==> src/include/tc_pkg.sv <==
// Shared constants and types of the timer/counter block
`default_nettype none
package tc_pkg;
   // Register indices; byte address is four times the index
   localparam logic [7:0] IDX_CTRL01 = 8'h88;
   localparam logic [7:0] IDX_MODE01 = 8'h89;
   localparam logic [7:0] IDX_LO0    = 8'h8A;
   localparam logic [7:0] IDX_LO1    = 8'h8B;
   localparam logic [7:0] IDX_HI0    = 8'h8C;
   localparam logic [7:0] IDX_HI1    = 8'h8D;
   localparam logic [7:0] IDX_T2CTRL = 8'hC8;
   localparam logic [7:0] IDX_LO2    = 8'hCC;
   localparam logic [7:0] IDX_HI2    = 8'hCD;
   localparam int unsigned IDX_LSB   = 2;
   localparam int unsigned IDX_W     = 8;
   // Channel 0/1 control bits
   localparam int unsigned RUN0_BIT  = 4;
   localparam int unsigned OVF0_BIT  = 5;
   localparam int unsigned RUN1_BIT  = 6;
   localparam int unsigned OVF1_BIT  = 7;
   // Channel 2 control bits
   localparam int unsigned T2_OVF    = 7;
   localparam int unsigned T2_RX     = 5;
   localparam int unsigned T2_TX     = 4;
   localparam int unsigned T2_RUN    = 2;
   localparam int unsigned T2_CT     = 1;
   localparam int unsigned T2_CPRL   = 0;
   // Mode field encodings
   localparam logic [1:0] MODE_13      = 2'h0;
   localparam logic [1:0] MODE_16      = 2'h1;
   localparam logic [1:0] MODE_RELOAD8 = 2'h2;
   localparam logic [1:0] MODE_SPLIT   = 2'h3;
   localparam logic [4:0] PRESCALE_TOP = 5'h1F;
   localparam logic [7:0] REG_RESET    = 8'h00;
   // Pin vector positions
   localparam int unsigned PIN_N     = 5;
   localparam int unsigned CNT_N     = 3;
   localparam int unsigned PIN_IRQ_A = 3;
   localparam int unsigned PIN_IRQ_B = 4;
   // Machine cycle in oscillator periods, and its slots
   localparam int unsigned MCYCLE_OSC   = 12;
   localparam int unsigned SAMPLE_PHASE = 9;
   localparam int unsigned UPDATE_PHASE = 4;
   // AXI responses
   localparam logic [1:0] RESP_OKAY   = 2'h0;
   localparam logic [1:0] RESP_SLVERR = 2'h2;
   // One channel's mode nibble
   typedef struct packed {
      logic       gate;
      logic       ct;
      logic [1:0] mode;
   } chan_cfg_t;
   // Result of one count step
   typedef struct packed {
      logic [7:0] lo;
      logic [7:0] hi;
      logic       ovf;
   } step_t;
   typedef enum logic [1:0] {T2_OFF, T2_RELOAD, T2_CAPTURE, T2_BAUD} t2_mode_t;
endpackage
`default_nettype wire

==> src/hw/timer_counter_modes.sv <==
// Three timer/counter channels behind an AXI4-Lite slave
//
// Implementation choice: the AXI4-Lite slave port.
`default_nettype none
module timer_counter_modes #(
   parameter int unsigned MCYCLE = tc_pkg::MCYCLE_OSC,
   parameter int unsigned ADDR_W = 10
) (
   input  wire logic              mclk,
   input  wire logic              reset,
   input  wire logic              awvalid,
   output logic                   awready,
   input  wire logic [ADDR_W-1:0] awaddr,
   input  wire logic [2:0]        awprot,
   input  wire logic              wvalid,
   output logic                   wready,
   input  wire logic [31:0]       wdata,
   input  wire logic [3:0]        wstrb,
   output logic                   bvalid,
   input  wire logic              bready,
   output logic [1:0]             bresp,
   input  wire logic              arvalid,
   output logic                   arready,
   input  wire logic [ADDR_W-1:0] araddr,
   input  wire logic [2:0]        arprot,
   output logic                   rvalid,
   input  wire logic              rready,
   output logic [31:0]            rdata,
   output logic [1:0]             rresp,
   input  wire logic              countPinA,
   input  wire logic              countPinB,
   input  wire logic              countPinC,
   input  wire logic              extIrqPinA,
   input  wire logic              extIrqPinB,
   input  wire logic              irqAck0,
   input  wire logic              irqAck1,
   output logic                   ovfFlag0,
   output logic                   ovfFlag1,
   output logic                   ovfFlag2,
   output logic                   t1BaudPulse,
   output logic                   t2BaudPulse
);
   localparam int unsigned PW = $clog2(MCYCLE);
   localparam int unsigned IW = ADDR_W - tc_pkg::IDX_LSB;

   // Slots must fit inside the machine cycle
   if (MCYCLE <= tc_pkg::SAMPLE_PHASE || ADDR_W < tc_pkg::IDX_W + tc_pkg::IDX_LSB) begin : g_bad
      $error("timer_counter_modes: MCYCLE or ADDR_W too small");
   end

   logic [PW-1:0]           phase_reg;     // Oscillator period within cycle
   logic                    tick;          // Update slot
   logic                    sampleSlot;    // Pin sample slot
   logic [tc_pkg::PIN_N-1:0] pinS1_reg;    // Synchroniser stage one
   logic [tc_pkg::PIN_N-1:0] pinS2_reg;    // Synchroniser stage two
   logic [tc_pkg::CNT_N-1:0] smp_reg;      // Last slot sample
   logic [tc_pkg::CNT_N-1:0] pend_reg;     // Falling edge awaiting update
   logic                    awHeld_reg;    // Write address captured
   logic                    wHeld_reg;     // Write data captured
   logic [IW-1:0]           wrIdx_reg;     // Write index
   logic [7:0]              wrByte_reg;    // Write byte
   logic                    wrLane_reg;    // Low byte strobe
   logic                    wrFire;        // Commit cycle
   logic [IW-1:0]           arIdx;         // Read index
   logic [7:0]              rdByte;        // Read mux
   logic                    rdOk;          // Read hit
   logic [7:0]              mode01_reg;    // Mode byte of channels 0/1
   logic [7:0]              t2Ctrl_reg;    // Channel 2 control
   logic                    runBit0_reg;
   logic                    runBit1_reg;
   logic                    ovfFlag0_reg;
   logic                    ovfFlag1_reg;
   logic [7:0]              lo0_reg;
   logic [7:0]              hi0_reg;
   logic [7:0]              lo1_reg;
   logic [7:0]              hi1_reg;
   logic [7:0]              lo2_reg;
   logic [7:0]              hi2_reg;
   logic                    t1Pulse_reg;
   logic                    t2Pulse_reg;
   tc_pkg::chan_cfg_t       cfg0;
   tc_pkg::chan_cfg_t       cfg1;
   tc_pkg::step_t           s0;
   tc_pkg::step_t           s1;
   tc_pkg::t2_mode_t        t2Mode;
   logic                    split0;        // Channel 0 in split mode
   logic                    ev0;           // Count event, channel 0
   logic                    ev1;           // Count event, channel 1
   logic                    hiEv0;         // Split high byte event
   logic                    ovf1Set;
   logic                    ev2;
   logic [15:0]             cnt2Next;
   logic                    wrap2;

   // Write hit on one register, low lane only
   function automatic logic wrHit(input logic [7:0] idx);
      return wrFire && wrLane_reg && (wrIdx_reg == IW'(idx));
   endfunction

   // Known register index
   function automatic logic mapped(input logic [IW-1:0] i);
      return i == IW'(tc_pkg::IDX_CTRL01) || i == IW'(tc_pkg::IDX_MODE01) ||
             i == IW'(tc_pkg::IDX_LO0) || i == IW'(tc_pkg::IDX_LO1) ||
             i == IW'(tc_pkg::IDX_HI0) || i == IW'(tc_pkg::IDX_HI1) ||
             i == IW'(tc_pkg::IDX_T2CTRL) || i == IW'(tc_pkg::IDX_LO2) ||
             i == IW'(tc_pkg::IDX_HI2);
   endfunction

   // One count step of channel 0 or 1
   function automatic tc_pkg::step_t step(input logic [1:0] m, input logic [7:0] lo, input logic [7:0] hi,
                                          input logic inc);
      tc_pkg::step_t s;
      s = '{lo: lo, hi: hi, ovf: 1'b0};
      if (inc) begin
         case (m)
            tc_pkg::MODE_13: begin
               if (lo[4:0] == tc_pkg::PRESCALE_TOP) begin
                  s.lo  = {lo[7:5], 5'h00};
                  s.hi  = hi + 8'h01;
                  s.ovf = &hi;
               end else begin
                  s.lo = lo + 8'h01;
               end
            end
            tc_pkg::MODE_16: begin
               {s.hi, s.lo} = {hi, lo} + 16'h0001;
               s.ovf        = &{hi, lo};
            end
            tc_pkg::MODE_RELOAD8: begin
               s.lo  = (&lo) ? hi : lo + 8'h01;
               s.ovf = &lo;
            end
            default: begin
               // Split low byte, eight bits
               s.lo  = lo + 8'h01;
               s.ovf = &lo;
            end
         endcase
      end
      return s;
   endfunction

   assign {cfg1, cfg0} = mode01_reg;

   // Machine cycle of MCYCLE oscillator periods
   always_ff @(posedge mclk) begin
      if (reset || phase_reg == PW'(MCYCLE - 1)) begin
         phase_reg <= '0;
      end else begin
         phase_reg <= phase_reg + 1'b1;
      end
   end
   assign tick       = phase_reg == PW'(tc_pkg::UPDATE_PHASE);
   assign sampleSlot = phase_reg == PW'(tc_pkg::SAMPLE_PHASE);

   // Two-flop synchroniser for all pins
   always_ff @(posedge mclk) begin
      if (reset) begin
         pinS1_reg <= '0;
         pinS2_reg <= '0;
      end else begin
         pinS1_reg <= {extIrqPinB, extIrqPinA, countPinC, countPinB, countPinA};
         pinS2_reg <= pinS1_reg;
      end
   end

   // sample in slot, count at update
   always_ff @(posedge mclk) begin
      if (reset) begin
         smp_reg  <= '0;
         pend_reg <= '0;
      end else if (sampleSlot) begin
         smp_reg  <= pinS2_reg[tc_pkg::CNT_N-1:0];
         pend_reg <= pend_reg | (smp_reg & ~pinS2_reg[tc_pkg::CNT_N-1:0]);
      end else if (tick) begin
         pend_reg <= '0;
      end
   end

   // Write channel: address and data in either order
   assign awready = !awHeld_reg && !bvalid;
   assign wready  = !wHeld_reg && !bvalid;
   assign wrFire  = awHeld_reg && wHeld_reg && !bvalid;
   always_ff @(posedge mclk) begin
      if (reset) begin
         awHeld_reg <= 1'b0;
         wHeld_reg  <= 1'b0;
         wrIdx_reg  <= '0;
         wrByte_reg <= tc_pkg::REG_RESET;
         wrLane_reg <= 1'b0;
         bvalid     <= 1'b0;
         bresp      <= tc_pkg::RESP_OKAY;
      end else begin
         if (awvalid && awready) begin
            awHeld_reg <= 1'b1;
            wrIdx_reg  <= awaddr[ADDR_W-1:tc_pkg::IDX_LSB];
         end
         if (wvalid && wready) begin
            wHeld_reg  <= 1'b1;
            wrByte_reg <= wdata[7:0];
            wrLane_reg <= wstrb[0];
         end
         // Unmapped writes answer with an error
         if (wrFire) begin
            awHeld_reg <= 1'b0;
            wHeld_reg  <= 1'b0;
            bvalid     <= 1'b1;
            bresp      <= mapped(wrIdx_reg) ? tc_pkg::RESP_OKAY : tc_pkg::RESP_SLVERR;
         end else if (bready) begin
            bvalid <= 1'b0;
         end
      end
   end

   // Read mux; reserved bits of the channel 0/1 control read zero
   assign arIdx = araddr[ADDR_W-1:tc_pkg::IDX_LSB];
   always_comb begin
      rdByte = tc_pkg::REG_RESET;
      rdOk   = mapped(arIdx);
      case (arIdx)
         IW'(tc_pkg::IDX_CTRL01): rdByte = {ovfFlag1_reg, runBit1_reg, ovfFlag0_reg, runBit0_reg, 4'h0};
         IW'(tc_pkg::IDX_MODE01): rdByte = mode01_reg;
         IW'(tc_pkg::IDX_LO0):    rdByte = lo0_reg;
         IW'(tc_pkg::IDX_LO1):    rdByte = lo1_reg;
         IW'(tc_pkg::IDX_HI0):    rdByte = hi0_reg;
         IW'(tc_pkg::IDX_HI1):    rdByte = hi1_reg;
         IW'(tc_pkg::IDX_T2CTRL): rdByte = t2Ctrl_reg;
         IW'(tc_pkg::IDX_LO2):    rdByte = lo2_reg;
         IW'(tc_pkg::IDX_HI2):    rdByte = hi2_reg;
         default:                 rdByte = tc_pkg::REG_RESET;
      endcase
   end

   // Read channel, one word in flight
   assign arready = !rvalid;
   always_ff @(posedge mclk) begin
      if (reset) begin
         rvalid <= 1'b0;
         rdata  <= 32'h0000_0000;
         rresp  <= tc_pkg::RESP_OKAY;
      end else if (arvalid && arready) begin
         rvalid <= 1'b1;
         rdata  <= {24'h00_0000, rdByte};
         rresp  <= rdOk ? tc_pkg::RESP_OKAY : tc_pkg::RESP_SLVERR;
      end else if (rready) begin
         rvalid <= 1'b0;
      end
   end

   // Mode byte, plain read/write
   always_ff @(posedge mclk) begin
      if (reset) begin
         mode01_reg <= tc_pkg::REG_RESET;
      end else if (wrHit(tc_pkg::IDX_MODE01)) begin
         mode01_reg <= wrByte_reg;
      end
   end

   // Count enables
   assign split0 = cfg0.mode == tc_pkg::MODE_SPLIT;
   assign ev0 = tick && runBit0_reg && (!cfg0.gate || pinS2_reg[tc_pkg::PIN_IRQ_A]) &&
                (cfg0.ct ? pend_reg[0] : 1'b1);
   assign ev1 = tick && (cfg1.mode != tc_pkg::MODE_SPLIT) && (split0 || runBit1_reg) &&
                (!cfg1.gate || pinS2_reg[tc_pkg::PIN_IRQ_B]) && (cfg1.ct ? pend_reg[1] : 1'b1);
   assign hiEv0 = tick && split0 && runBit1_reg;
   assign s0    = step(cfg0.mode, lo0_reg, hi0_reg, ev0);
   assign s1    = step(cfg1.mode, lo1_reg, hi1_reg, ev1);
   // split high byte owns flag 1
   assign ovf1Set = split0 ? (hiEv0 && (&hi0_reg)) : s1.ovf;

   // Channel 0 bytes; software write wins
   always_ff @(posedge mclk) begin
      if (reset) begin
         lo0_reg <= tc_pkg::REG_RESET;
         hi0_reg <= tc_pkg::REG_RESET;
      end else begin
         lo0_reg <= wrHit(tc_pkg::IDX_LO0) ? wrByte_reg : s0.lo;
         if (wrHit(tc_pkg::IDX_HI0)) begin
            hi0_reg <= wrByte_reg;
         end else if (hiEv0) begin
            hi0_reg <= hi0_reg + 8'h01;
         end else begin
            hi0_reg <= s0.hi;
         end
      end
   end

   // Channel 1 bytes
   always_ff @(posedge mclk) begin
      if (reset) begin
         lo1_reg <= tc_pkg::REG_RESET;
         hi1_reg <= tc_pkg::REG_RESET;
      end else begin
         lo1_reg <= wrHit(tc_pkg::IDX_LO1) ? wrByte_reg : s1.lo;
         hi1_reg <= wrHit(tc_pkg::IDX_HI1) ? wrByte_reg : s1.hi;
      end
   end

   // Run bits and flags; a set beats any clear
   always_ff @(posedge mclk) begin
      if (reset) begin
         runBit0_reg  <= 1'b0;
         runBit1_reg  <= 1'b0;
         ovfFlag0_reg <= 1'b0;
         ovfFlag1_reg <= 1'b0;
      end else if (wrHit(tc_pkg::IDX_CTRL01)) begin
         runBit0_reg  <= wrByte_reg[tc_pkg::RUN0_BIT];
         runBit1_reg  <= wrByte_reg[tc_pkg::RUN1_BIT];
         ovfFlag0_reg <= wrByte_reg[tc_pkg::OVF0_BIT] || s0.ovf;
         ovfFlag1_reg <= wrByte_reg[tc_pkg::OVF1_BIT] || ovf1Set;
      end else begin
         ovfFlag0_reg <= s0.ovf || (ovfFlag0_reg && !irqAck0);
         ovfFlag1_reg <= ovf1Set || (ovfFlag1_reg && !irqAck1);
      end
   end

   // channel 1 overflow to serial port
   always_ff @(posedge mclk) begin
      if (reset) begin
         t1Pulse_reg <= 1'b0;
      end else begin
         t1Pulse_reg <= s1.ovf;
      end
   end

   always_comb begin
      if (!t2Ctrl_reg[tc_pkg::T2_RUN]) begin
         t2Mode = tc_pkg::T2_OFF;
      end else if (t2Ctrl_reg[tc_pkg::T2_RX] || t2Ctrl_reg[tc_pkg::T2_TX]) begin
         t2Mode = tc_pkg::T2_BAUD;
      end else if (t2Ctrl_reg[tc_pkg::T2_CPRL]) begin
         t2Mode = tc_pkg::T2_CAPTURE;
      end else begin
         t2Mode = tc_pkg::T2_RELOAD;
      end
   end

   assign ev2      = tick && (t2Mode != tc_pkg::T2_OFF) && (t2Ctrl_reg[tc_pkg::T2_CT] ? pend_reg[2] : 1'b1);
   assign cnt2Next = {hi2_reg, lo2_reg} + 16'h0001;
   assign wrap2    = ev2 && (&{hi2_reg, lo2_reg});

   // Channel 2 bytes
   always_ff @(posedge mclk) begin
      if (reset) begin
         lo2_reg <= tc_pkg::REG_RESET;
         hi2_reg <= tc_pkg::REG_RESET;
      end else begin
         if (wrHit(tc_pkg::IDX_LO2)) begin
            lo2_reg <= wrByte_reg;
         end else if (ev2) begin
            lo2_reg <= cnt2Next[7:0];
         end
         if (wrHit(tc_pkg::IDX_HI2)) begin
            hi2_reg <= wrByte_reg;
         end else if (ev2) begin
            hi2_reg <= cnt2Next[15:8];
         end
      end
   end

   // Channel 2 control; flag not set as baud source
   always_ff @(posedge mclk) begin
      if (reset) begin
         t2Ctrl_reg  <= tc_pkg::REG_RESET;
         t2Pulse_reg <= 1'b0;
      end else begin
         if (wrHit(tc_pkg::IDX_T2CTRL)) begin
            t2Ctrl_reg <= wrByte_reg;
         end
         if (wrap2 && t2Mode != tc_pkg::T2_BAUD) begin
            t2Ctrl_reg[tc_pkg::T2_OVF] <= 1'b1;
         end
         t2Pulse_reg <= wrap2 && t2Mode == tc_pkg::T2_BAUD;
      end
   end

   assign ovfFlag0    = ovfFlag0_reg;
   assign ovfFlag1    = ovfFlag1_reg;
   assign ovfFlag2    = t2Ctrl_reg[tc_pkg::T2_OVF];
   assign t1BaudPulse = t1Pulse_reg;
   assign t2BaudPulse = t2Pulse_reg;
endmodule
`default_nettype wire

==> config.mk <==
export PLATFORM = sky130hd
export DESIGN_NAME = timer_counter_modes
export DESIGN_NICKNAME = d
export VERILOG_FILES = /design/src/include/tc_pkg.sv /design/src/hw/timer_counter_modes.sv
export SDC_FILE = /design/constraint.sdc
export NUM_CORES = 1
export LEC_CHECK = 0
export BUFFER_PORTS_ARGS = -buffer_cell sky130_fd_sc_hd__clkbuf_2
export CAP_MARGIN = 10
export CORE_UTILIZATION = 40
export CTS_CLUSTER_DIAMETER = 120
export CTS_CLUSTER_SIZE = 20
export DETAILED_ROUTE_END_ITERATION = 10
export GPL_ROUTABILITY_DRIVEN = 1
export PLACE_DENSITY = 0.65
export SKIP_CTS_REPAIR_TIMING = 1
export SLEW_MARGIN = 20
export SYNTH_ARGS = -nofsm -noshare
export SYNTH_HDL_FRONTEND = slang
export SYNTH_SLANG_ARGS = --single-unit
==> constraint.sdc <==
create_clock -name mclk -period 3.1 [get_ports mclk]
set_input_delay 0.62 -clock mclk [delete_from_list [all_inputs] [get_ports mclk]]
set_output_delay 0.62 -clock mclk [all_outputs]
set_load 0.02 [all_outputs]
==> insert_results.sql <==
INSERT INTO impl_metrics (metric_group, metric, value, unit) VALUES
('routing', 'via_count', '6444', ''),
('placement', 'place_hpwl', '14100', 'um'),
('cts', 'worst_setup_hold_path_clk_slew', '0.06', 'ns'),
('finish', 'post_route_cells_drive_above_1_share', '14.2', '%'),
('placement', 'gp_congestion', '0.925', ''),
('routing', 'count_of_antenna_violating_nets_left_after_detailed_routing', '0', ''),
('cts', 'clock_sink_count', '121', ''),
('status', 'run_status', 'finished clean', ''),
('finish', 'finalNetCount', '974', ''),
('sta', 'timing_hold_violations_final', '0', ''),
('placement', 'placed_cells_incl_taps', '1089', ''),
('sta', 'number_of_pins_exceeding_their_max_slew_limit_in_the_final_report', '0', ''),
('sta', 'timing.hold.ws', '0.391', 'ns'),
('global_routing', 'antenna_violations_before_repair', '0', ''),
('cts', 'worstSkewPairLatency', '0.42', 'ns'),
('worst_setup_path', 'crit_type', 'register to register', ''),
('synth', 'post-synth-top-area-fraction', '34.8', '%'),
('synth', 'post_synth_inst_count', '847', ''),
('worst_setup_path', 'max_stage_delay_on_crit_path', '0.45', 'ns'),
('global_routing', 'met1_usage', '31.0', '%'),
('routing', 'route.detailed.drc', '0', ''),
('global_routing', 'gr-usage-all-layers', '23.0', '%'),
('synth', 'synth_area_per_cell', '8.22', 'um^2'),
('sta', 'slew_headroom', '34.0', '%'),
('worst_setup_path', 'crit_buf_inv', '1', ''),
('synth', 'synth-edff-count', '0', ''),
('global_routing', 'grt.met2_usage', '34.1', '%'),
('synth', 'synthTopCellsByArea', 'sky130_fd_sc_hd__dfxtp_1 35%, sky130_fd_sc_hd__nor2_1 6.5%, sky130_fd_sc_hd__mux2i_1 5.9%, sky130_fd_sc_hd__nand2_1 3.5%, sky130_fd_sc_hd__a211oi_1 3.5%', ''),
('floorplanning', 'die_area', '17900', 'um^2'),
('worst_setup_path', 'crit_chain', 'ha_1 > and3_1 > ha_1 > nor2b_1 > nand4_1 > a31oi_1 > buf_4 > nand2_4 > a211oi_1 > a2111oi_4', ''),
('sta', 'achievable-frequency', '0.400', 'GHz'),
('floorplanning', 'die_width', '134', 'um'),
('global_routing', 'grt_overflow_total', '0', ''),
('floorplanning', 'core_region_area', '16800', 'um^2'),
('sta', 'grt_setup_unrepaired', 'no', ''),
('synth', 'synthMostInstantiatedCell', 'sky130_fd_sc_hd__dfxtp_1', ''),
('routing', 'drt_first_pass_iters', '6', ''),
('worst_setup_path', 'critical_path.max_fanout', '12', ''),
('worst_setup_path', 'critPathArrivalTime', '2.79', 'ns'),
('power_and_ir_drop', 'total_leakage_power', '2.91', 'nW'),
('hold_path', 'timing.hold.worst.class', 'primary input to register', ''),
('routing', 'drt_first_iter_violations', '556', ''),
('worst_setup_path', 'cpLargestDelayFamily', 'compound AO/OA/AOI/OAI gates', ''),
('placement', 'post-place-ws', '0.657', 'ns'),
('worst_setup_path', 'ff2ff_setup_slack', '0.60', 'ns'),
('global_routing', 'grt_pass1_wl', '31800', 'um'),
('cts', 'cts_root_buffer', 'sky130_fd_sc_hd__clkbuf_16', ''),
('power_and_ir_drop', 'power.density', '463', 'nW/um^2'),
('worst_setup_path', 'setup.worst_path.end_class', 'register', ''),
('worst_setup_path', 'crit_path_most_repeated_cell', 'sky130_fd_sc_hd__ha_1', ''),
('flow_run', 'max_cap_violations', '0', ''),
('routing', 'wl_per_cell', '17.7', 'um'),
('floorplanning', 'floorplan.rows', '47', ''),
('routing', 'via_per_inst', '5.75', ''),
('sta', 'post-route-min-period', '2.50', 'ns'),
('cts', 'clock_buffer_count_from_cts', '17', ''),
('sta', 'period_share', '80.7', '%'),
('synth', 'syn-cell-area', '6960', 'um^2'),
('floorplanning', 'starting_density', '41.5', '%'),
('worst_setup_path', 'worst_path_max_delay_cell', 'sky130_fd_sc_hd__dfxtp_1', ''),
('global_routing', 'groute.layer.met3.usage', '5.03', '%'),
('sta', 'timing.final.ws_setup', '0.597', 'ns'),
('sta', 'setup-violations-final', '0', ''),
('finish', 'stdcell_count', '1121', ''),
('global_routing', 'top_usage_layer', 'met2', ''),
('sta', 'worst_pin_slew', '0.985', 'ns'),
('synth', 'synth.distinct_cells', '69', ''),
('sta', 'setup_total_negative_slack', '0', 'ns'),
('synth', 'seq_area_frac_synth', '34.8', '%'),
('power_and_ir_drop', 'irDropWorstVdd', '0.450', 'mV'),
('worst_setup_path', 'kind_of_start_point_of_the_critical_path', 'register', '');
==> routing by layer <==
metal	vias to the layer above	wire length (um)	part of all wire, %
li1	3086	-	-
met1	3044	8890	45
met2	271	8810	44
met3	43	1420	7.2
met4	0	697	3.5
met5	-	0	0
==> final cells by class <==
type / instances / area, um^2 / area share (%)
inverter: 21 / 78.8 / 1.00
clock buffer: 20 / 457 / 5.80
tap: 220 / 275 / 3.50
multi-input combinational: 651 / 4120 / 52.3
clock inverter: 12 / 77.6 / 0.986
timing repair buffer: 76 / 440 / 5.60
sequential: 121 / 2420 / 30.8
==> final timing paths <==
kind / startpoint / endpoint / cells past startpoint
hold reg to reg: pinS1_reg[1]$_SDFF_PP0_ / pinS2_reg[1]$_SDFF_PP0_ / 1
setup reg to reg: lo0_reg[0]$_SDFFE_PP0P_ / hi0_reg[3]$_SDFFE_PP0P_ / 10
setup / recovery: lo0_reg[0]$_SDFFE_PP0P_ / hi0_reg[3]$_SDFFE_PP0P_ / 10
hold / removal: rready / rvalid$_SDFFE_PP0P_ / 2
==> power breakdown <==
| group | switching [W] | internal, W | total (W) |
|---|---|---|---|
| combinational | 0.000144 | 0.0000811 | 0.000225 |
| clock | 0.000719 | 0.00105 | 0.00177 |
| sequential | 0.0000568 | 0.00159 | 0.00164 |
| total | 0.000920 | 0.00272 | 0.00364 |
==> metrics by stage <==
stage / power [W] / utilization [%] / area [um^2]
after floorplan: 0.00183 / - / 7060
after global placement: 0.00190 / 43.8 / 7330
after detailed placement: 0.00190 / 43.8 / 7330
after CTS: 0.00368 / 47.0 / 7870
after global routing: 0.00378 / 47.0 / 7870
final: 0.00364 / 47.0 / 7870
==> cell families (layout without fill, tap and decap cells) <==
kind of cell,Yosys count,count (layout),share of synthesized area [%]
AND/OR/NAND/NOR,355,355,25.0
AO/OA/AOI/OAI,172,172,17.6
other,1,26,0.0539
XOR/XNOR,36,36,4.53
flip-flops,121,121,34.8
adder cells (fa/ha/maj),10,10,1.80
multiplexers,52,52,8.64
buffers and inverters,100,129,7.57
==> cells in the final DEF, fill, tap and decap left out, types with 10 or more instances in the layout <==
cell type / netlist / routed
sky130_fd_sc_hd__a211oi_1: 32 / 32
sky130_fd_sc_hd__nand2b_1: 10 / 10
sky130_fd_sc_hd__mux2i_1: 41 / 41
sky130_fd_sc_hd__inv_1: 21 / 21
sky130_fd_sc_hd__o21ai_0: 23 / 23
sky130_fd_sc_hd__nand2_1: 65 / 65
sky130_fd_sc_hd__ha_1: 10 / 10
sky130_fd_sc_hd__nor4_1: 11 / 10
sky130_fd_sc_hd__conb_1: 1 / 26
sky130_fd_sc_hd__a21oi_1: 42 / 42
sky130_fd_sc_hd__xor2_1: 20 / 20
sky130_fd_sc_hd__buf_4: 26 / 18
sky130_fd_sc_hd__clkbuf_16: 0 / 17
sky130_fd_sc_hd__nor3_1: 24 / 24
sky130_fd_sc_hd__and3_1: 12 / 12
sky130_fd_sc_hd__nor2_1: 120 / 120
sky130_fd_sc_hd__nand3_1: 36 / 36
sky130_fd_sc_hd__xnor2_1: 16 / 16
sky130_fd_sc_hd__dfxtp_1: 121 / 121
sky130_fd_sc_hd__nand4_1: 17 / 17
sky130_fd_sc_hd__nor2b_1: 20 / 20
sky130_fd_sc_hd__clkbuf_2: 0 / 57
Power figures use the tool's default switching activity.
